### config.mk
export PLATFORM = sky130hd
export DESIGN_NAME = branch_bit_flag_exec
export DESIGN_NICKNAME = d
export VERILOG_FILES = /design/src/hdl/exec_pkg.sv /design/src/hdl/branch_condition.sv /design/src/hdl/shift_unit.sv /design/src/hdl/branch_bit_flag_exec.sv
export VERILOG_INCLUDE_DIRS = /design/src /design/src/hdl
export SDC_FILE = /design/constraint.sdc
export NUM_CORES = 1
export LEC_CHECK = 0
export BUFFER_PORTS_ARGS = -buffer_cell sky130_fd_sc_hd__buf_2
export CORE_MARGIN = 3
export CORE_UTILIZATION = 57
export CTS_BUF_LIST = sky130_fd_sc_hd__clkbuf_16
export CTS_CLUSTER_DIAMETER = 200
export DETAILED_ROUTE_END_ITERATION = 7
export PLACE_DENSITY = 0.81
export SYNTH_ARGS = -nofsm -noshare
export SYNTH_HDL_FRONTEND = slang
export SYNTH_SLANG_ARGS = --single-unit
export TNS_END_PERCENT = 50
### constraint.sdc
create_clock -name hclk -period 3.7 [get_ports hclk]
set_clock_uncertainty 0.2 [all_clocks]
set_input_delay 0.185 -clock hclk [delete_from_list [all_inputs] [get_ports hclk]]
set_output_delay 0.185 -clock hclk [all_outputs]
set_load 0.05 [all_outputs]
### src/hdl/exec_params.svh
`ifndef EXEC_PARAMS_SVH
`define EXEC_PARAMS_SVH

// =====================================================================
// Register map (byte addresses, low address bits only)
`define OFS_STATUS   8'h00
`define OFS_PC       8'h04
`define OFS_WORK     8'h08
`define OFS_IO       8'h0C
`define OFS_COMMAND  8'h10
`define OFS_STATE    8'h14

// =====================================================================
// Command word fields
`define CMD_OP_LSB   0
`define CMD_BIT_LSB  8
`define CMD_OFS_LSB  16

// =====================================================================
// Status register bit positions
`define SR_C 0
`define SR_Z 1
`define SR_N 2
`define SR_V 3
`define SR_S 4
`define SR_H 5
`define SR_T 6
`define SR_I 7

// =====================================================================
// Reset values and cycle counts
`define RST_STATUS   8'h00
`define RST_WORK     8'h00
`define RST_IO       8'h00
`define CYC_ONE      2'h1
`define CYC_TWO      2'h2

`endif

### src/hdl/exec_pkg.sv
package exec_pkg;

    typedef enum logic [5:0] {
        op_nop                = 6'h00,
        branch_carry_one      = 6'h01,
        branch_carry_zero     = 6'h02,
        branch_same_or_higher = 6'h03,
        branch_if_lower       = 6'h04,
        branch_if_minus       = 6'h05,
        branch_if_plus        = 6'h06,
        branch_signed_ge      = 6'h07,
        branch_signed_lt      = 6'h08,
        branch_halfcarry_one  = 6'h09,
        branch_halfcarry_zero = 6'h0A,
        branch_tflag_one      = 6'h0B,
        branch_tflag_zero     = 6'h0C,
        branch_overflow_one   = 6'h0D,
        branch_overflow_zero  = 6'h0E,
        branch_irq_enabled    = 6'h0F,
        branch_irq_disabled   = 6'h10,
        io_bit_force_one      = 6'h11,
        io_bit_force_zero     = 6'h12,
        logical_left_shift    = 6'h13,
        logical_right_shift   = 6'h14,
        rotate_up_via_carry   = 6'h15,
        rotate_down_via_carry = 6'h16,
        arith_right_shift     = 6'h17,
        flag_index_on         = 6'h18,
        flag_index_off        = 6'h19,
        reg_bit_to_tflag      = 6'h1A,
        tflag_to_reg_bit      = 6'h1B,
        carry_on              = 6'h1C,
        carry_off             = 6'h1D,
        negative_on           = 6'h1E,
        negative_off          = 6'h1F,
        zero_flag_on          = 6'h20,
        zero_flag_off         = 6'h21,
        global_irq_on         = 6'h22,
        global_irq_off        = 6'h23,
        sign_flag_on          = 6'h24,
        sign_flag_off         = 6'h25,
        overflow_on           = 6'h26,
        overflow_off          = 6'h27,
        tflag_on              = 6'h28,
        tflag_off             = 6'h29,
        halfcarry_on          = 6'h2A,
        halfcarry_off         = 6'h2B
    } op_t;

    typedef enum logic [2:0] {
        st_idle  = 3'b001,
        st_exec  = 3'b010,
        st_extra = 3'b100
    } exec_state_t;

    typedef struct packed {
        logic [7:0] offset;
        logic [2:0] bit_sel;
        op_t        op;
    } command_t;

    typedef struct packed {
        logic [7:0] value;
        logic       carry;
        logic       valid;
    } shift_result_t;

endpackage

### src/hdl/branch_condition.sv
`timescale 1ns/100ps
`default_nettype none
`include "exec_params.svh"

module branch_condition (
    input  wire exec_pkg::op_t op,
    input  wire logic [7:0]    status_register,
    output logic               is_branch,
    output logic               taken
);

    logic sr_sign_test;

    assign sr_sign_test = status_register[`SR_N] ^ status_register[`SR_V];

    always_comb begin
        is_branch = 1'b1;
        taken     = 1'b0;
        unique case (op)
            exec_pkg::branch_carry_one,
            exec_pkg::branch_if_lower:       taken = status_register[`SR_C];
            exec_pkg::branch_carry_zero,
            exec_pkg::branch_same_or_higher: taken = ~status_register[`SR_C];
            exec_pkg::branch_if_minus:       taken = status_register[`SR_N];
            exec_pkg::branch_if_plus:        taken = ~status_register[`SR_N];
            exec_pkg::branch_signed_ge:      taken = ~sr_sign_test;
            exec_pkg::branch_signed_lt:      taken = sr_sign_test;
            exec_pkg::branch_halfcarry_one:  taken = status_register[`SR_H];
            exec_pkg::branch_halfcarry_zero: taken = ~status_register[`SR_H];
            exec_pkg::branch_tflag_one:      taken = status_register[`SR_T];
            exec_pkg::branch_tflag_zero:     taken = ~status_register[`SR_T];
            exec_pkg::branch_overflow_one:   taken = status_register[`SR_V];
            exec_pkg::branch_overflow_zero:  taken = ~status_register[`SR_V];
            exec_pkg::branch_irq_enabled:    taken = status_register[`SR_I];
            exec_pkg::branch_irq_disabled:   taken = ~status_register[`SR_I];
            default:                         is_branch = 1'b0;
        endcase
    end

endmodule
`default_nettype wire

### src/hdl/shift_unit.sv
`timescale 1ns/100ps
`default_nettype none

module shift_unit (
    input  wire exec_pkg::op_t       op,
    input  wire logic [7:0]          value,
    input  wire logic                carry_in,
    output exec_pkg::shift_result_t  result
);

    always_comb begin
        result = '{value: value, carry: carry_in, valid: 1'b0};
        unique case (op)
            exec_pkg::logical_left_shift:
                result = '{value: {value[6:0], 1'b0}, carry: value[7], valid: 1'b1};
            exec_pkg::logical_right_shift:
                result = '{value: {1'b0, value[7:1]}, carry: value[0], valid: 1'b1};
            exec_pkg::rotate_up_via_carry:
                result = '{value: {value[6:0], carry_in}, carry: value[7], valid: 1'b1};
            exec_pkg::rotate_down_via_carry:
                result = '{value: {carry_in, value[7:1]}, carry: value[0], valid: 1'b1};
            exec_pkg::arith_right_shift:
                result = '{value: {value[7], value[7:1]}, carry: value[0], valid: 1'b1};
            default: ;
        endcase
    end

endmodule
`default_nettype wire

### src/hdl/branch_bit_flag_exec.sv
`timescale 1ns/100ps
`default_nettype none
`include "exec_params.svh"

module branch_bit_flag_exec #(
    parameter int PC_W     = 16,
    parameter int OFFSET_W = 7
) (
    input  wire logic        hclk,
    input  wire logic        hresetn,
    input  wire logic        hsel,
    input  wire logic [31:0] haddr,
    input  wire logic [1:0]  htrans,
    input  wire logic        hwrite,
    input  wire logic [2:0]  hsize,
    input  wire logic [31:0] hwdata,
    input  wire logic        hready,
    output logic             hreadyout,
    output logic [31:0]      hrdata,
    output logic             hresp,
    output logic             busy,
    output logic [7:0]       status_register
);

    // =================================================================
    // Bus address phase capture
    logic            wr_pend;
    logic [7:0]      wr_addr;
    logic            next_wr_pend;
    logic [7:0]      next_wr_addr;
    logic [31:0]     next_hrdata;
    logic            addr_valid;

    // Hsize is not checked: only whole-word transfers are supported
    assign addr_valid = hsel & htrans[1] & hready;
    assign hreadyout  = 1'b1;
    assign hresp      = 1'b0;

    // =================================================================
    // Execution state
    exec_pkg::exec_state_t state;
    exec_pkg::exec_state_t next_state;
    exec_pkg::command_t    cmd;
    exec_pkg::command_t    next_cmd;
    logic [PC_W-1:0]       pc;
    logic [PC_W-1:0]       next_pc;
    logic [7:0]            work;
    logic [7:0]            next_work;
    logic [7:0]            io_reg;
    logic [7:0]            next_io_reg;
    logic [7:0]            next_status;
    logic                  last_taken;
    logic                  next_last_taken;
    logic [1:0]            last_cycles;
    logic [1:0]            next_last_cycles;

    logic                  is_branch;
    logic                  taken;
    logic                  two_cycle;
    logic                  commit;
    logic                  bus_write;
    logic                  flag_hit;
    logic [2:0]            flag_idx;
    logic                  flag_val;
    logic [PC_W-1:0]       offset_ext;
    exec_pkg::shift_result_t shifted;

    assign busy = (state != exec_pkg::st_idle);

    branch_condition u_cond (
        .op              (cmd.op),
        .status_register (status_register),
        .is_branch       (is_branch),
        .taken           (taken)
    );

    shift_unit u_shift (
        .op       (cmd.op),
        .value    (work),
        .carry_in (status_register[`SR_C]),
        .result   (shifted)
    );

    // Sign extension lets a branch reach backwards as well as forwards
    assign offset_ext = {{(PC_W-OFFSET_W){cmd.offset[OFFSET_W-1]}}, cmd.offset[OFFSET_W-1:0]};

    // =================================================================
    // Flag instruction decode
    always_comb begin
        flag_hit = 1'b1;
        flag_idx = cmd.bit_sel;
        flag_val = 1'b0;
        unique case (cmd.op)
            exec_pkg::flag_index_on:  flag_val = 1'b1;
            exec_pkg::flag_index_off: flag_val = 1'b0;
            exec_pkg::carry_on:       begin flag_idx = 3'(`SR_C); flag_val = 1'b1; end
            exec_pkg::carry_off:      begin flag_idx = 3'(`SR_C); flag_val = 1'b0; end
            exec_pkg::negative_on:    begin flag_idx = 3'(`SR_N); flag_val = 1'b1; end
            exec_pkg::negative_off:   begin flag_idx = 3'(`SR_N); flag_val = 1'b0; end
            exec_pkg::zero_flag_on:   begin flag_idx = 3'(`SR_Z); flag_val = 1'b1; end
            exec_pkg::zero_flag_off:  begin flag_idx = 3'(`SR_Z); flag_val = 1'b0; end
            exec_pkg::global_irq_on:  begin flag_idx = 3'(`SR_I); flag_val = 1'b1; end
            exec_pkg::global_irq_off: begin flag_idx = 3'(`SR_I); flag_val = 1'b0; end
            exec_pkg::sign_flag_on:   begin flag_idx = 3'(`SR_S); flag_val = 1'b1; end
            exec_pkg::sign_flag_off:  begin flag_idx = 3'(`SR_S); flag_val = 1'b0; end
            exec_pkg::overflow_on:    begin flag_idx = 3'(`SR_V); flag_val = 1'b1; end
            exec_pkg::overflow_off:   begin flag_idx = 3'(`SR_V); flag_val = 1'b0; end
            exec_pkg::tflag_on:       begin flag_idx = 3'(`SR_T); flag_val = 1'b1; end
            exec_pkg::tflag_off:      begin flag_idx = 3'(`SR_T); flag_val = 1'b0; end
            exec_pkg::halfcarry_on:   begin flag_idx = 3'(`SR_H); flag_val = 1'b1; end
            exec_pkg::halfcarry_off:  begin flag_idx = 3'(`SR_H); flag_val = 1'b0; end
            default:                  flag_hit = 1'b0;
        endcase
    end

    // =================================================================
    // Cycle budget: taken branches and I/O bit forcing need a second cycle
    assign two_cycle = (is_branch & taken)
                     | (cmd.op == exec_pkg::io_bit_force_one)
                     | (cmd.op == exec_pkg::io_bit_force_zero);
    assign commit    = ((state == exec_pkg::st_exec) & ~two_cycle) | (state == exec_pkg::st_extra);
    // Register writes are refused while an instruction is in flight
    assign bus_write = wr_pend & (state == exec_pkg::st_idle);

    // =================================================================
    // Execution next state
    always_comb begin
        next_state       = state;
        next_cmd         = cmd;
        next_pc          = pc;
        next_work        = work;
        next_io_reg      = io_reg;
        next_status      = status_register;
        next_last_taken  = last_taken;
        next_last_cycles = last_cycles;

        unique case (state)
            exec_pkg::st_idle: begin
                if (bus_write) begin
                    unique case (wr_addr)
                        `OFS_STATUS: next_status = hwdata[7:0];
                        `OFS_PC:     next_pc     = hwdata[PC_W-1:0];
                        `OFS_WORK:   next_work   = hwdata[7:0];
                        `OFS_IO:     next_io_reg = hwdata[7:0];
                        `OFS_COMMAND: begin
                            next_cmd.op      = exec_pkg::op_t'(hwdata[`CMD_OP_LSB +: 6]);
                            next_cmd.bit_sel = hwdata[`CMD_BIT_LSB +: 3];
                            next_cmd.offset  = hwdata[`CMD_OFS_LSB +: 8];
                            next_state       = exec_pkg::st_exec;
                        end
                        default: ;
                    endcase
                end
            end
            exec_pkg::st_exec: begin
                if (two_cycle) begin
                    next_state = exec_pkg::st_extra;
                end else begin
                    next_state = exec_pkg::st_idle;
                end
            end
            exec_pkg::st_extra: begin
                next_state = exec_pkg::st_idle;
            end
        endcase

        if (commit) begin
            next_last_cycles = two_cycle ? `CYC_TWO : `CYC_ONE;
            next_last_taken  = is_branch & taken;
            // Branches leave every flag as it was
            if (is_branch & taken) begin
                next_pc = PC_W'(pc + offset_ext + PC_W'(1));
            end else begin
                next_pc = PC_W'(pc + PC_W'(1));
            end
            if (cmd.op == exec_pkg::io_bit_force_one) begin
                next_io_reg[cmd.bit_sel] = 1'b1;
            end
            if (cmd.op == exec_pkg::io_bit_force_zero) begin
                next_io_reg[cmd.bit_sel] = 1'b0;
            end
            if (shifted.valid) begin
                next_work          = shifted.value;
                next_status[`SR_C] = shifted.carry;
                next_status[`SR_Z] = (shifted.value == 8'h00);
                next_status[`SR_N] = shifted.value[7];
                next_status[`SR_V] = shifted.value[7] ^ shifted.carry;
            end
            if (cmd.op == exec_pkg::reg_bit_to_tflag) begin
                next_status[`SR_T] = work[cmd.bit_sel];
            end
            if (cmd.op == exec_pkg::tflag_to_reg_bit) begin
                next_work[cmd.bit_sel] = status_register[`SR_T];
            end
            if (flag_hit) begin
                next_status[flag_idx] = flag_val;
            end
        end
    end

    always_ff @(posedge hclk or negedge hresetn) begin
        if (!hresetn) begin
            state           <= exec_pkg::st_idle;
            cmd             <= '{offset: 8'h00, bit_sel: 3'h0, op: exec_pkg::op_nop};
            pc              <= '0;
            work            <= `RST_WORK;
            io_reg          <= `RST_IO;
            status_register <= `RST_STATUS;
            last_taken      <= 1'b0;
            last_cycles     <= 2'h0;
        end else begin
            state           <= next_state;
            cmd             <= next_cmd;
            pc              <= next_pc;
            work            <= next_work;
            io_reg          <= next_io_reg;
            status_register <= next_status;
            last_taken      <= next_last_taken;
            last_cycles     <= next_last_cycles;
        end
    end

    // =================================================================
    // Bus slave: read data is captured in the address phase
    always_comb begin
        next_wr_pend = addr_valid & hwrite;
        next_wr_addr = addr_valid ? haddr[7:0] : wr_addr;
        next_hrdata  = hrdata;
        if (addr_valid & ~hwrite) begin
            unique case (haddr[7:0])
                `OFS_STATUS:  next_hrdata = {24'h000000, status_register};
                `OFS_PC:      next_hrdata = 32'(pc);
                `OFS_WORK:    next_hrdata = {24'h000000, work};
                `OFS_IO:      next_hrdata = {24'h000000, io_reg};
                `OFS_COMMAND: next_hrdata = {8'h00, cmd.offset, 5'h00, cmd.bit_sel, 2'h0, cmd.op};
                `OFS_STATE:   next_hrdata = {28'h0000000, last_cycles, last_taken, busy};
                default:      next_hrdata = 32'h00000000;
            endcase
        end
    end

    always_ff @(posedge hclk or negedge hresetn) begin
        if (!hresetn) begin
            wr_pend <= 1'b0;
            wr_addr <= 8'h00;
            hrdata  <= 32'h00000000;
        end else begin
            wr_pend <= next_wr_pend;
            wr_addr <= next_wr_addr;
            hrdata  <= next_hrdata;
        end
    end

endmodule
`default_nettype wire

-- Word-level counts from Yosys, hierarchy flattened
Index checks and enable logic that the tools add are counted.
Widths: inputs -> output; s select.
- bits in registers: 104
- logic and storage cells: 174
- add/subtract/negate cells: 3
- mux-type cells: 48
- eq/ne operators: 58
- $lt $le $gt $ge: 4
- bitwise gates (word level): 24
- reduce and logical (&&, ||, !) cells: 24
- operators with widths (cell ; count):
    $mux 8 ; 19
    $pmux 24 s6 ; 1
    $eq 6x5->1 const B ; 16
    $mux 16 ; 5
    $eq 6x6->1 const B ; 12
    $pmux 10 s5 ; 1
    $eq 6x4->1 const B ; 8
    $add 16x1->16 const B ; 2
    $eq 8x4->1 const B ; 4
    $eq 6x3->1 const B ; 4
    $eq 8x5->1 const B ; 3
    $logic_not 8->1 ; 3
    $pmux 3 s8 ; 1
    $reduce_or 2->1 ; 10
    $reduce_or 18->1 ; 1
    $add 16x16->16 ; 1
    $bwmux 8 ; 2
    $eq 8x3->1 const B ; 2
    $reduce_or 16->1 ; 1
    $pmux 1 s14 ; 1
    $eq 6x2->1 const B ; 2
    $mux 3 ; 3
    $not 1->1 ; 9
    $pmux 3 s3 ; 1
    other kinds (25) ; 49

-- Logic depth before layout (Yosys ltp)
Gate-level depths: netlist of run 1.
- word-level depth: 13
- gate-level depth with buffers: 11
- depth with buffers taken out: 11

-- Modules after synthesis
From an unflattened synthesis of run 1, not the netlist that was laid out.
- cells, all modules: 750
- area, all modules: 7004.2 um^2
- by module, submodules not included (module ; times used ; cells each ; sequential area each (um^2) ; area each (um^2)):
    branch_bit_flag_exec ; 1 ; 688 ; 2403.6 ; 6515.0
    shift_unit ; 1 ; 34 ; 0.0 ; 276.5
    branch_condition ; 1 ; 28 ; 0.0 ; 212.7

-- Worst setup path after synthesis of run 1
OpenSTA, ideal clock, no wires.
- path type: register to register
- from: reg pc[0]
- to: reg pc[14]
- period minus slack after synthesis: 2666 ps
- cell stages (with the launch flop): 12
- data arrival time: 2379 ps
- setup slack: 1034 ps
- setup time: 87 ps
- path through: dfrtp_1 > inv_1 > ha_1 > inv_1 > fa_1 > a21o_1 > a221oi_1 > o21bai_1 > a221o_1 > xor2_1 > nand2_1 > a22oi_1
- word-level cells in the longest chain between the ends: 4
- elaborated cells on any way between the ends: 5
- classes of those cells: 3 x add/sub; 2 x mux
- ends and longest elaborated chain (item ; line ; RTL):
    start: declaration ; branch_bit_flag_exec.sv:45 ; logic [PC_W-1:0] pc;
    start signal: assignment ; branch_bit_flag_exec.sv:214 ; pc <= next_pc;
    $add 16x16->16 ; branch_bit_flag_exec.sv:172 ; next_pc = PC_W'(pc + offset_ext + PC_W'(1));
    $add 16x1->16 ; branch_bit_flag_exec.sv:172 ;
    $mux 16 * ; branch_bit_flag_exec.sv:171 ; if (is_branch & taken) begin
    $mux 16 * ; branch_bit_flag_exec.sv:167 ; if (commit) begin
Every way passes the cells marked *; elsewhere a longest branch is shown, timed or not.
A chain may end at the register's enable or synchronous reset.

-- Final worst setup path of run 1
- from: reg cmd[1] (netlist bit)
- to: reg status_register[7]
- word-level cells in the longest chain between the ends: 10
- elaborated cells on any way between the ends: 68
- classes of those cells: 2 x order compare; 36 x eq/ne; 10 x mux; 6 x bitwise; 14 x reduce/logical
- ends and longest elaborated chain (item ; line ; RTL):
    start: declaration ; branch_bit_flag_exec.sv:43 ; exec_pkg::command_t cmd;
    start signal: assignment ; branch_bit_flag_exec.sv:204 ; cmd <= '{offset: 8'h00, bit_sel: 3'h0, op: exec_pkg::op_nop};
    start signal: assignment ; branch_bit_flag_exec.sv:213 ; cmd <= next_cmd;
    $eq 6x6->1 (tied with other cells) ; branch_bit_flag_exec.sv:93 ; unique case (cmd.op)
    $reduce_or 2->1 (no line) (tied with other cells) ; -- ;
    $pmux 3 s8 (tied with other cells) ; branch_bit_flag_exec.sv:93 ;
    $lt 3x4->1 (implied by the code) (tied with other cells) ; branch_bit_flag_exec.sv:196 ; next_status[flag_idx] = flag_val;
    $logic_and 1x1->1 (implied by the code) / $or 1x1->1 (equally long branches) ; branch_bit_flag_exec.sv:196, branch_bit_flag_exec.sv:119 ;
    $mux 1 (implied by the code) / $or 1x1->1 (equally long branches) ; branch_bit_flag_exec.sv:196, branch_bit_flag_exec.sv:120 ;
    $demux 1 s3 / $not 1->1 (equally long branches) ; branch_bit_flag_exec.sv:196, branch_bit_flag_exec.sv:121 ;
    $bwmux 8 / $and 1x1->1 (equally long branches) ; branch_bit_flag_exec.sv:196, branch_bit_flag_exec.sv:121 ;
    $mux 8 / $or 1x1->1 (equally long branches) ; branch_bit_flag_exec.sv:195, branch_bit_flag_exec.sv:121 ;
    $mux 8 * ; branch_bit_flag_exec.sv:167 ;
    via next_status[7] ; branch_bit_flag_exec.sv:51 ; logic [7:0] next_status;
    end signal: assignment ; branch_bit_flag_exec.sv:208 ; status_register <= `RST_STATUS;
    end signal: assignment ; branch_bit_flag_exec.sv:217 ; status_register <= next_status;
    end: declaration ; branch_bit_flag_exec.sv:22 ; output logic [7:0] status_register
Mark *: on every way through the listed nets, which the timed path passes. The rest lies on a longest branch.

==> results_dict.tcl, run 1 <==
set metrics [dict create \
    status "completed" \
    drv_slew 0 \
    fin_crit_ns 3.15 \
    fin_util_pct 68.9 \
    fin_crit_sh_pct 85.2 \
    initial_core_util_pct 60.0 \
    drt-total-wl_um 19900 \
    crit_arrival_ns 3.23 \
    layout_common_cells "95 x dfrtp_1, 69 x buf_2, 65 x nand2_1" \
    grt_antenna_before_repair 0 \
    crit_path_end_kind "flip-flop" \
    grt_usage_pct 31.1 \
    fp-row-count 38 \
    netSwitchingPower_mw 1.91 \
    drt-initial-drc-count 708 \
    power_mw 4.44 \
    vias_per_cell 6.67 \
    syn_area_per_cell_um2 9.16 \
    p_clk_share_pct 22.8 \
    ys_types 75 \
    drv_cap 0 \
    holdWs_ns 0.0311 \
    p_sw_share_pct 42.9 \
    largest_register_ffs 24 \
    fmax_mhz 317 \
    clk_pin_slew_ns 0.07 \
    ant_nets 0 \
    dp_hpwl_um 14000 \
    synth_cells 731 \
    setup_viol 0 \
    internal-power_mw 2.53 \
    grt_max_degree 88 \
    fin_nets 899 \
    cts_inserted_buffers 9 \
    hold_class "input pin to flip-flop" \
    avgRoutedWirePerCell_um 20.9 \
    num_vias 6353 \
    clock_latency_ns 0.36 \
    fin_ws_ns 0.548 \
    area_growth_pct 15.0 \
    drive_gt1_share_pct 19.1 \
    worstPathCellList "inv_1, buf_4, nor2_1, o21ai_0, nand2_1, o31a_2, buf_12, nor3_1, mux2i_1" \
    fillers 833 \
    critPathSlowestCell "dfrtp_1" \
    start_kind "flip-flop" \
    die_area_um2 13100 \
    overflow 0 \
    tightestPinTransition_ns 1.12 \
    place_congestion 0.958 \
    cp_max_fo 26 \
    cts.path.max_buffers 2 \
    final.setup.tns_ns 0 \
    critPathRequiredTime_ns 3.78 \
    regMostFlops "hrdata" \
    ys.flop_type "dfrtp_1" \
    cts_htree_levels 3 \
    ys_ff_latch 96 \
    place_ws_ns 0.652 \
    grt_pass1_wl_um 32100 \
    fp.coreArea_um2 11200 \
    rsz0062_at_grt "no" \
    p_comb_share_pct 40.1 \
    io_pins 117 \
    seq_power_share_pct 37.1 \
    clock-sinks 96 \
    hold_viol 0 \
    peakVddDrop_mv 0.348 \
    layout_commonest_cell "dfrtp_1" \
    firstDrtPassIters 7 \
    netlist_area_um2 6700 \
    relSlewSlack_pct 25.4 \
    async_flop_share_pct 100 \
    power_leakage_nw 3.32 \
    drc 0 \
    cts_tree "built" \
    reg_top3 "hrdata x24, cmd x17, pc x16" \
    root_buffer "clkbuf_16" \
    ys_seq_area_share_pct 35.9 \
    die_w_um 114 \
    io_buffer_count 70 \
    die_h_um 114 \
    max_stage_delay_ns 0.60 \
    p_per_area_nw_per_um2 577 \
    synth_edf_count 0 \
    critPathKind "flip-flop to flip-flop" \
    grt_pass1_vias 6278 \
    yosysWarnings 0 \
    antenna_cells 0 \
]
[worst max-delay path, delay by kind of cell, from the launching register on]
kind,cells,cell delay (ns)
AND/OR/NAND/NOR,3,0.52
buffers and inverters,3,0.64
AO/OA/AOI/OAI,2,0.88
multiplexers,1,0.22
flip-flops,1,0.60
[path summary, 6_finish.rpt]
kind	slack, ns	to	cells past startpoint	from
max reg2reg	0.55	status_register[7]	9	cmd[1]
min reg2reg	0.28	hrdata[7]	2	hrdata[7]
max in group asynchronous	2.11	io_reg[1]	3	hresetn
min in group asynchronous	0.39	hrdata[18]	2	hresetn
max	0.55	status_register[7]	9	cmd[1]
min	0.03	cmd[5]	2	hwdata[5]
[synth_stat cells, types with 8 or more instances]
cell type / number / share of area [%]
buf_2: 13 / 0.97
ha_1: 16 / 3.0
dfrtp_1: 95 / 35
a31oi_1: 13 / 1.2
nor4_1: 8 / 0.75
a22oi_1: 10 / 1.1
mux2_2: 31 / 5.2
nand2b_1: 16 / 1.5
nand2_1: 65 / 3.6
a21o_1: 9 / 1.0
xnor2_1: 19 / 2.5
inv_1: 25 / 1.4
o221ai_1: 8 / 1.0
clkbuf_1: 22 / 1.2
nand3_1: 12 / 0.90
nand4_1: 8 / 0.75
o21ai_0: 37 / 2.8
mux2i_1: 37 / 5.5
nor3_1: 27 / 2.0
o22ai_1: 12 / 1.1
a21oi_1: 45 / 3.4
nor2_1: 42 / 2.4
xor2_1: 13 / 1.7
buf_4: 16 / 1.8
a22o_1: 14 / 1.8
[timing repair]
item | in CTS | in global routing
hold buffers | 27 | 0
hold endpoints to repair | 114 | 0
buffers inserted | 0 | 0
gates resized for setup | 0 | 0
[layout make-up]
class	count	area (um^2)	share of cell area, %
Clock inverter	7	97.6	1.27
Timing Repair Buffer	116	778	10.1
Clock buffer	9	225	2.92
Inverter	25	93.8	1.22
Tap cell	140	175	2.27
Sequential cell	96	2400	31.2
Multi-Input combinational cell	560	3930	51.0
[power groups by stage]
stage          registers, mW  clock network (mW)  logic (mW)
6_report                1.65                1.01        1.78
5_1_grt                 1.66                1.06        1.95
4_1_cts                 1.62                1.02        1.76
3_5_place_dp            1.64                   0        1.72
3_3_place_gp            1.63                   0        1.65
2_1_floorplan           1.57                   0        1.29
[stage by stage]
step	instance area, um^2	instances
global route	7700	953
finish	7700	953
detailed placement	7110	910
floorplan	6730	739
global placement	7110	910
CTS	7700	953
[cell families (layout without fill, tap and decap cells)]
family	after synthesis	count (layout)	share of synthesized area, %
AO/OA/AOI/OAI	203	203	20.9
multiplexers	73	73	12.4
AND/OR/NAND/NOR	225	225	17.1
flip-flops	96	96	35.9
other	2	10	0.112
buffers and inverters	83	157	6.03
adder cells (fa/ha/maj)	17	17	3.29
XOR/XNOR	32	32	4.18
[routing by layer]
layer	vias to the layer above	track usage, %	share of wire [%]
li1	2863	-	-
met1	2995	41.4	40
met2	412	47.4	45
met3	83	6.34	11
met4	0	17.0	4.5
met5	-	0	0
No activity file was read; power rests on OpenSTA's default activity.
==> inputs of run 2 (changes only) <==
--- a/config.mk
+++ b/config.mk
@@ -6,13 +6,15 @@
 export SDC_FILE = /design/constraint.sdc
 export NUM_CORES = 1
 export LEC_CHECK = 0
+export ABC_AREA = 1
 export BUFFER_PORTS_ARGS = -buffer_cell sky130_fd_sc_hd__buf_2
 export CORE_MARGIN = 3
-export CORE_UTILIZATION = 57
+export CORE_UTILIZATION = 58
 export CTS_BUF_LIST = sky130_fd_sc_hd__clkbuf_16
 export CTS_CLUSTER_DIAMETER = 200
 export DETAILED_ROUTE_END_ITERATION = 7
-export PLACE_DENSITY = 0.81
+export PLACE_DENSITY = 0.82
+export SETUP_SLACK_MARGIN = 0.5
 export SYNTH_ARGS = -nofsm -noshare
 export SYNTH_HDL_FRONTEND = slang
 export SYNTH_SLANG_ARGS = --single-unit
==> results_dict.tcl, run 2 <==
set metrics [dict create \
    cts_htree_levels 3 \
    fmax_mhz 359 \
    crit_arrival_ns 2.81 \
    status "completed" \
    num_vias 7429 \
    grt_antenna_before_repair 0 \
    hold_buffers 31 \
    grt_usage_pct 32.0 \
    ys.flop_type "dfrtp_1" \
    timing.rr.start "cmd[2]" \
    rsz0062_at_grt "no" \
    die_h_um 116 \
    critPathKind "flip-flop to flip-flop" \
    ys_seq_area_share_pct 34.0 \
    drc 0 \
    layout_commonest_cell "nand2_1" \
    peakVddDrop_mv 0.334 \
    power_mw 4.08 \
    cts_inserted_buffers 9 \
    dp_hpwl_um 15500 \
    fin_crit_ns 2.79 \
    tightestPinTransition_ns 1.01 \
    internal-power_mw 2.27 \
    fillers 1030 \
    syn_area_per_cell_um2 6.57 \
    fin_crit_sh_pct 75.3 \
    io_buffer_count 70 \
    reg_top3 "hrdata x24, cmd x17, pc x16" \
    largest_register_ffs 24 \
    ys_top_cells_by_count "336 x nand2_1, 141 x inv_1, 97 x nor2_1, 95 x dfrtp_1, 89 x o21ai_0" \
    post-synth-top-count-cell "nand2_1" \
    overflow 0 \
    ys_types 40 \
    regMostFlops "hrdata" \
    netlist_area_um2 7080 \
    ys_ff_latch 96 \
    post_cts_buffers 0 \
    fp-row-count 39 \
    netSwitchingPower_mw 1.81 \
    layout_common_cells "336 x nand2_1, 141 x inv_1, 97 x nor2_1" \
    worstHoldStart "hwdata[12]" \
    firstDrtPassIters 6 \
    async_flop_share_pct 100 \
    die_w_um 116 \
    final.setup.tns_ns 0 \
    p_clk_share_pct 22.7 \
    synth_cells 1078 \
    place_congestion 0.976 \
    die_area_um2 13600 \
    grt_max_degree 79 \
    synth_edf_count 0 \
    relSlewSlack_pct 32.4 \
    cts.path.max_buffers 2 \
    ant_nets 0 \
    startpoint "cmd[2]" \
    setup_viol 0 \
    seq_power_share_pct 35.2 \
    hold_viol 0 \
    area_growth_pct 14.3 \
    avgRoutedWirePerCell_um 16.2 \
    clock_latency_ns 0.36 \
    cts_resized 0 \
    p_comb_share_pct 42.1 \
    drv_cap 0 \
    yosys.area.top_type "dfrtp_1" \
    grt_pass1_wl_um 33600 \
    cts_tree "built" \
    fp.coreArea_um2 11700 \
    power_leakage_nw 4.27 \
    io_pins 117 \
    p_sw_share_pct 44.5 \
    cp_max_fo 28 \
    drv_slew 0 \
    vias_per_cell 5.63 \
    fin_nets 1262 \
    ys_top_cells_by_area "dfrtp_1 34%, nand2_1 18%, inv_1 7.5%" \
    grt_pass1_vias 6632 \
    clk_pin_slew_ns 0.07 \
    synth_top_area_share_pct 33.6 \
    yosysWarnings 0 \
    p_per_area_nw_per_um2 505 \
    clock-sinks 96 \
    initial_core_util_pct 60.7 \
    crit_path_end_kind "flip-flop" \
    hold_class "input pin to flip-flop" \
    root_buffer "clkbuf_16" \
    antenna_cells 0 \
    drive_gt1_share_pct 10.9 \
    critPathRequiredTime_ns 3.72 \
    drt-initial-drc-count 784 \
    start_kind "flip-flop" \
    drt-total-wl_um 21300 \
]
run 2: metal layers:
layer	GRT usage, %	wire, um
met1	46.0	9570
met2	49.0	9250
met3	6.84	2150
met4	8.97	371
met5	0	0
run 2: through the flow:
step / std cells / cell area [um^2] / hold WS, ns / util (%) / worst slack, ns
6_report: 1319 / 8090 / 0.00299 / 69.4 / 0.914
5_1_grt: 1319 / 8090 / 0.0468 / 69.4 / 0.766
4_1_cts: 1319 / 8090 / 0.00146 / 69.4 / 1.02
3_5_place_dp: 1272 / 7490 / 0.209 / 64.3 / 1.08
3_3_place_gp: 1272 / 7490 / 0.206 / 64.3 / 1.09
2_1_floorplan: 1086 / 7110 / -0.311 / - / 1.32
run 2: worst paths after layout:
| kind | end | slack [ns] | depth (start not counted) |
|---|---|---|---|
| hold reg to reg | hrdata[0] | 0.28 | 2 |
| min in group asynchronous | hrdata[21] | 0.34 | 2 |
| max in group asynchronous | work[1] | 2.08 | 3 |
| hold / removal | pc[12] | 0.003 | 5 |
| setup reg to reg | status_register[2] | 0.91 | 8 |
| setup / recovery | status_register[2] | 0.91 | 8 |
run 2: worst max-delay path: stages (launching register included):
cell	delay, ns
dfrtp_1	0.50
nor2_2	0.30
nand4_1	0.48
nand2_1	0.28
inv_1	0.10
nand3_4	0.10
nand2_4	0.19
inv_4	0.33
o21ai_0	0.16
run 2: layout make-up:
type | count | area (um^2) | area share, %
clock inverter | 7 | 61.3 | 0.758
inverter | 147 | 554 | 6.85
sequential | 96 | 2400 | 29.7
clock buffer | 9 | 225 | 2.78
multi-input combinational | 805 | 3920 | 48.5
tap | 143 | 179 | 2.21
timing repair buffer | 112 | 746 | 9.22
run 2: power groups by stage:
stage | clock network (mW) | logic, mW | registers (mW)
after floorplan | 0 | 1.27 | 1.44
after global placement | 0 | 1.63 | 1.44
after detailed placement | 0 | 1.65 | 1.45
after CTS | 0.928 | 1.69 | 1.43
after global routing | 0.966 | 1.93 | 1.46
final | 0.928 | 1.72 | 1.44
run 2: logic make-up after synthesis:
logic type      count (synthesis)  synth area share [%]
compound gates                166                  12.6
buf+inv                       185                  11.0
mux                            14                  2.23
xor+xnor                       24                  2.97
fa+ha+maj                      17                  3.11
other cells                     2                 0.106
flops                          96                  34.0
simple gates                  574                  34.0
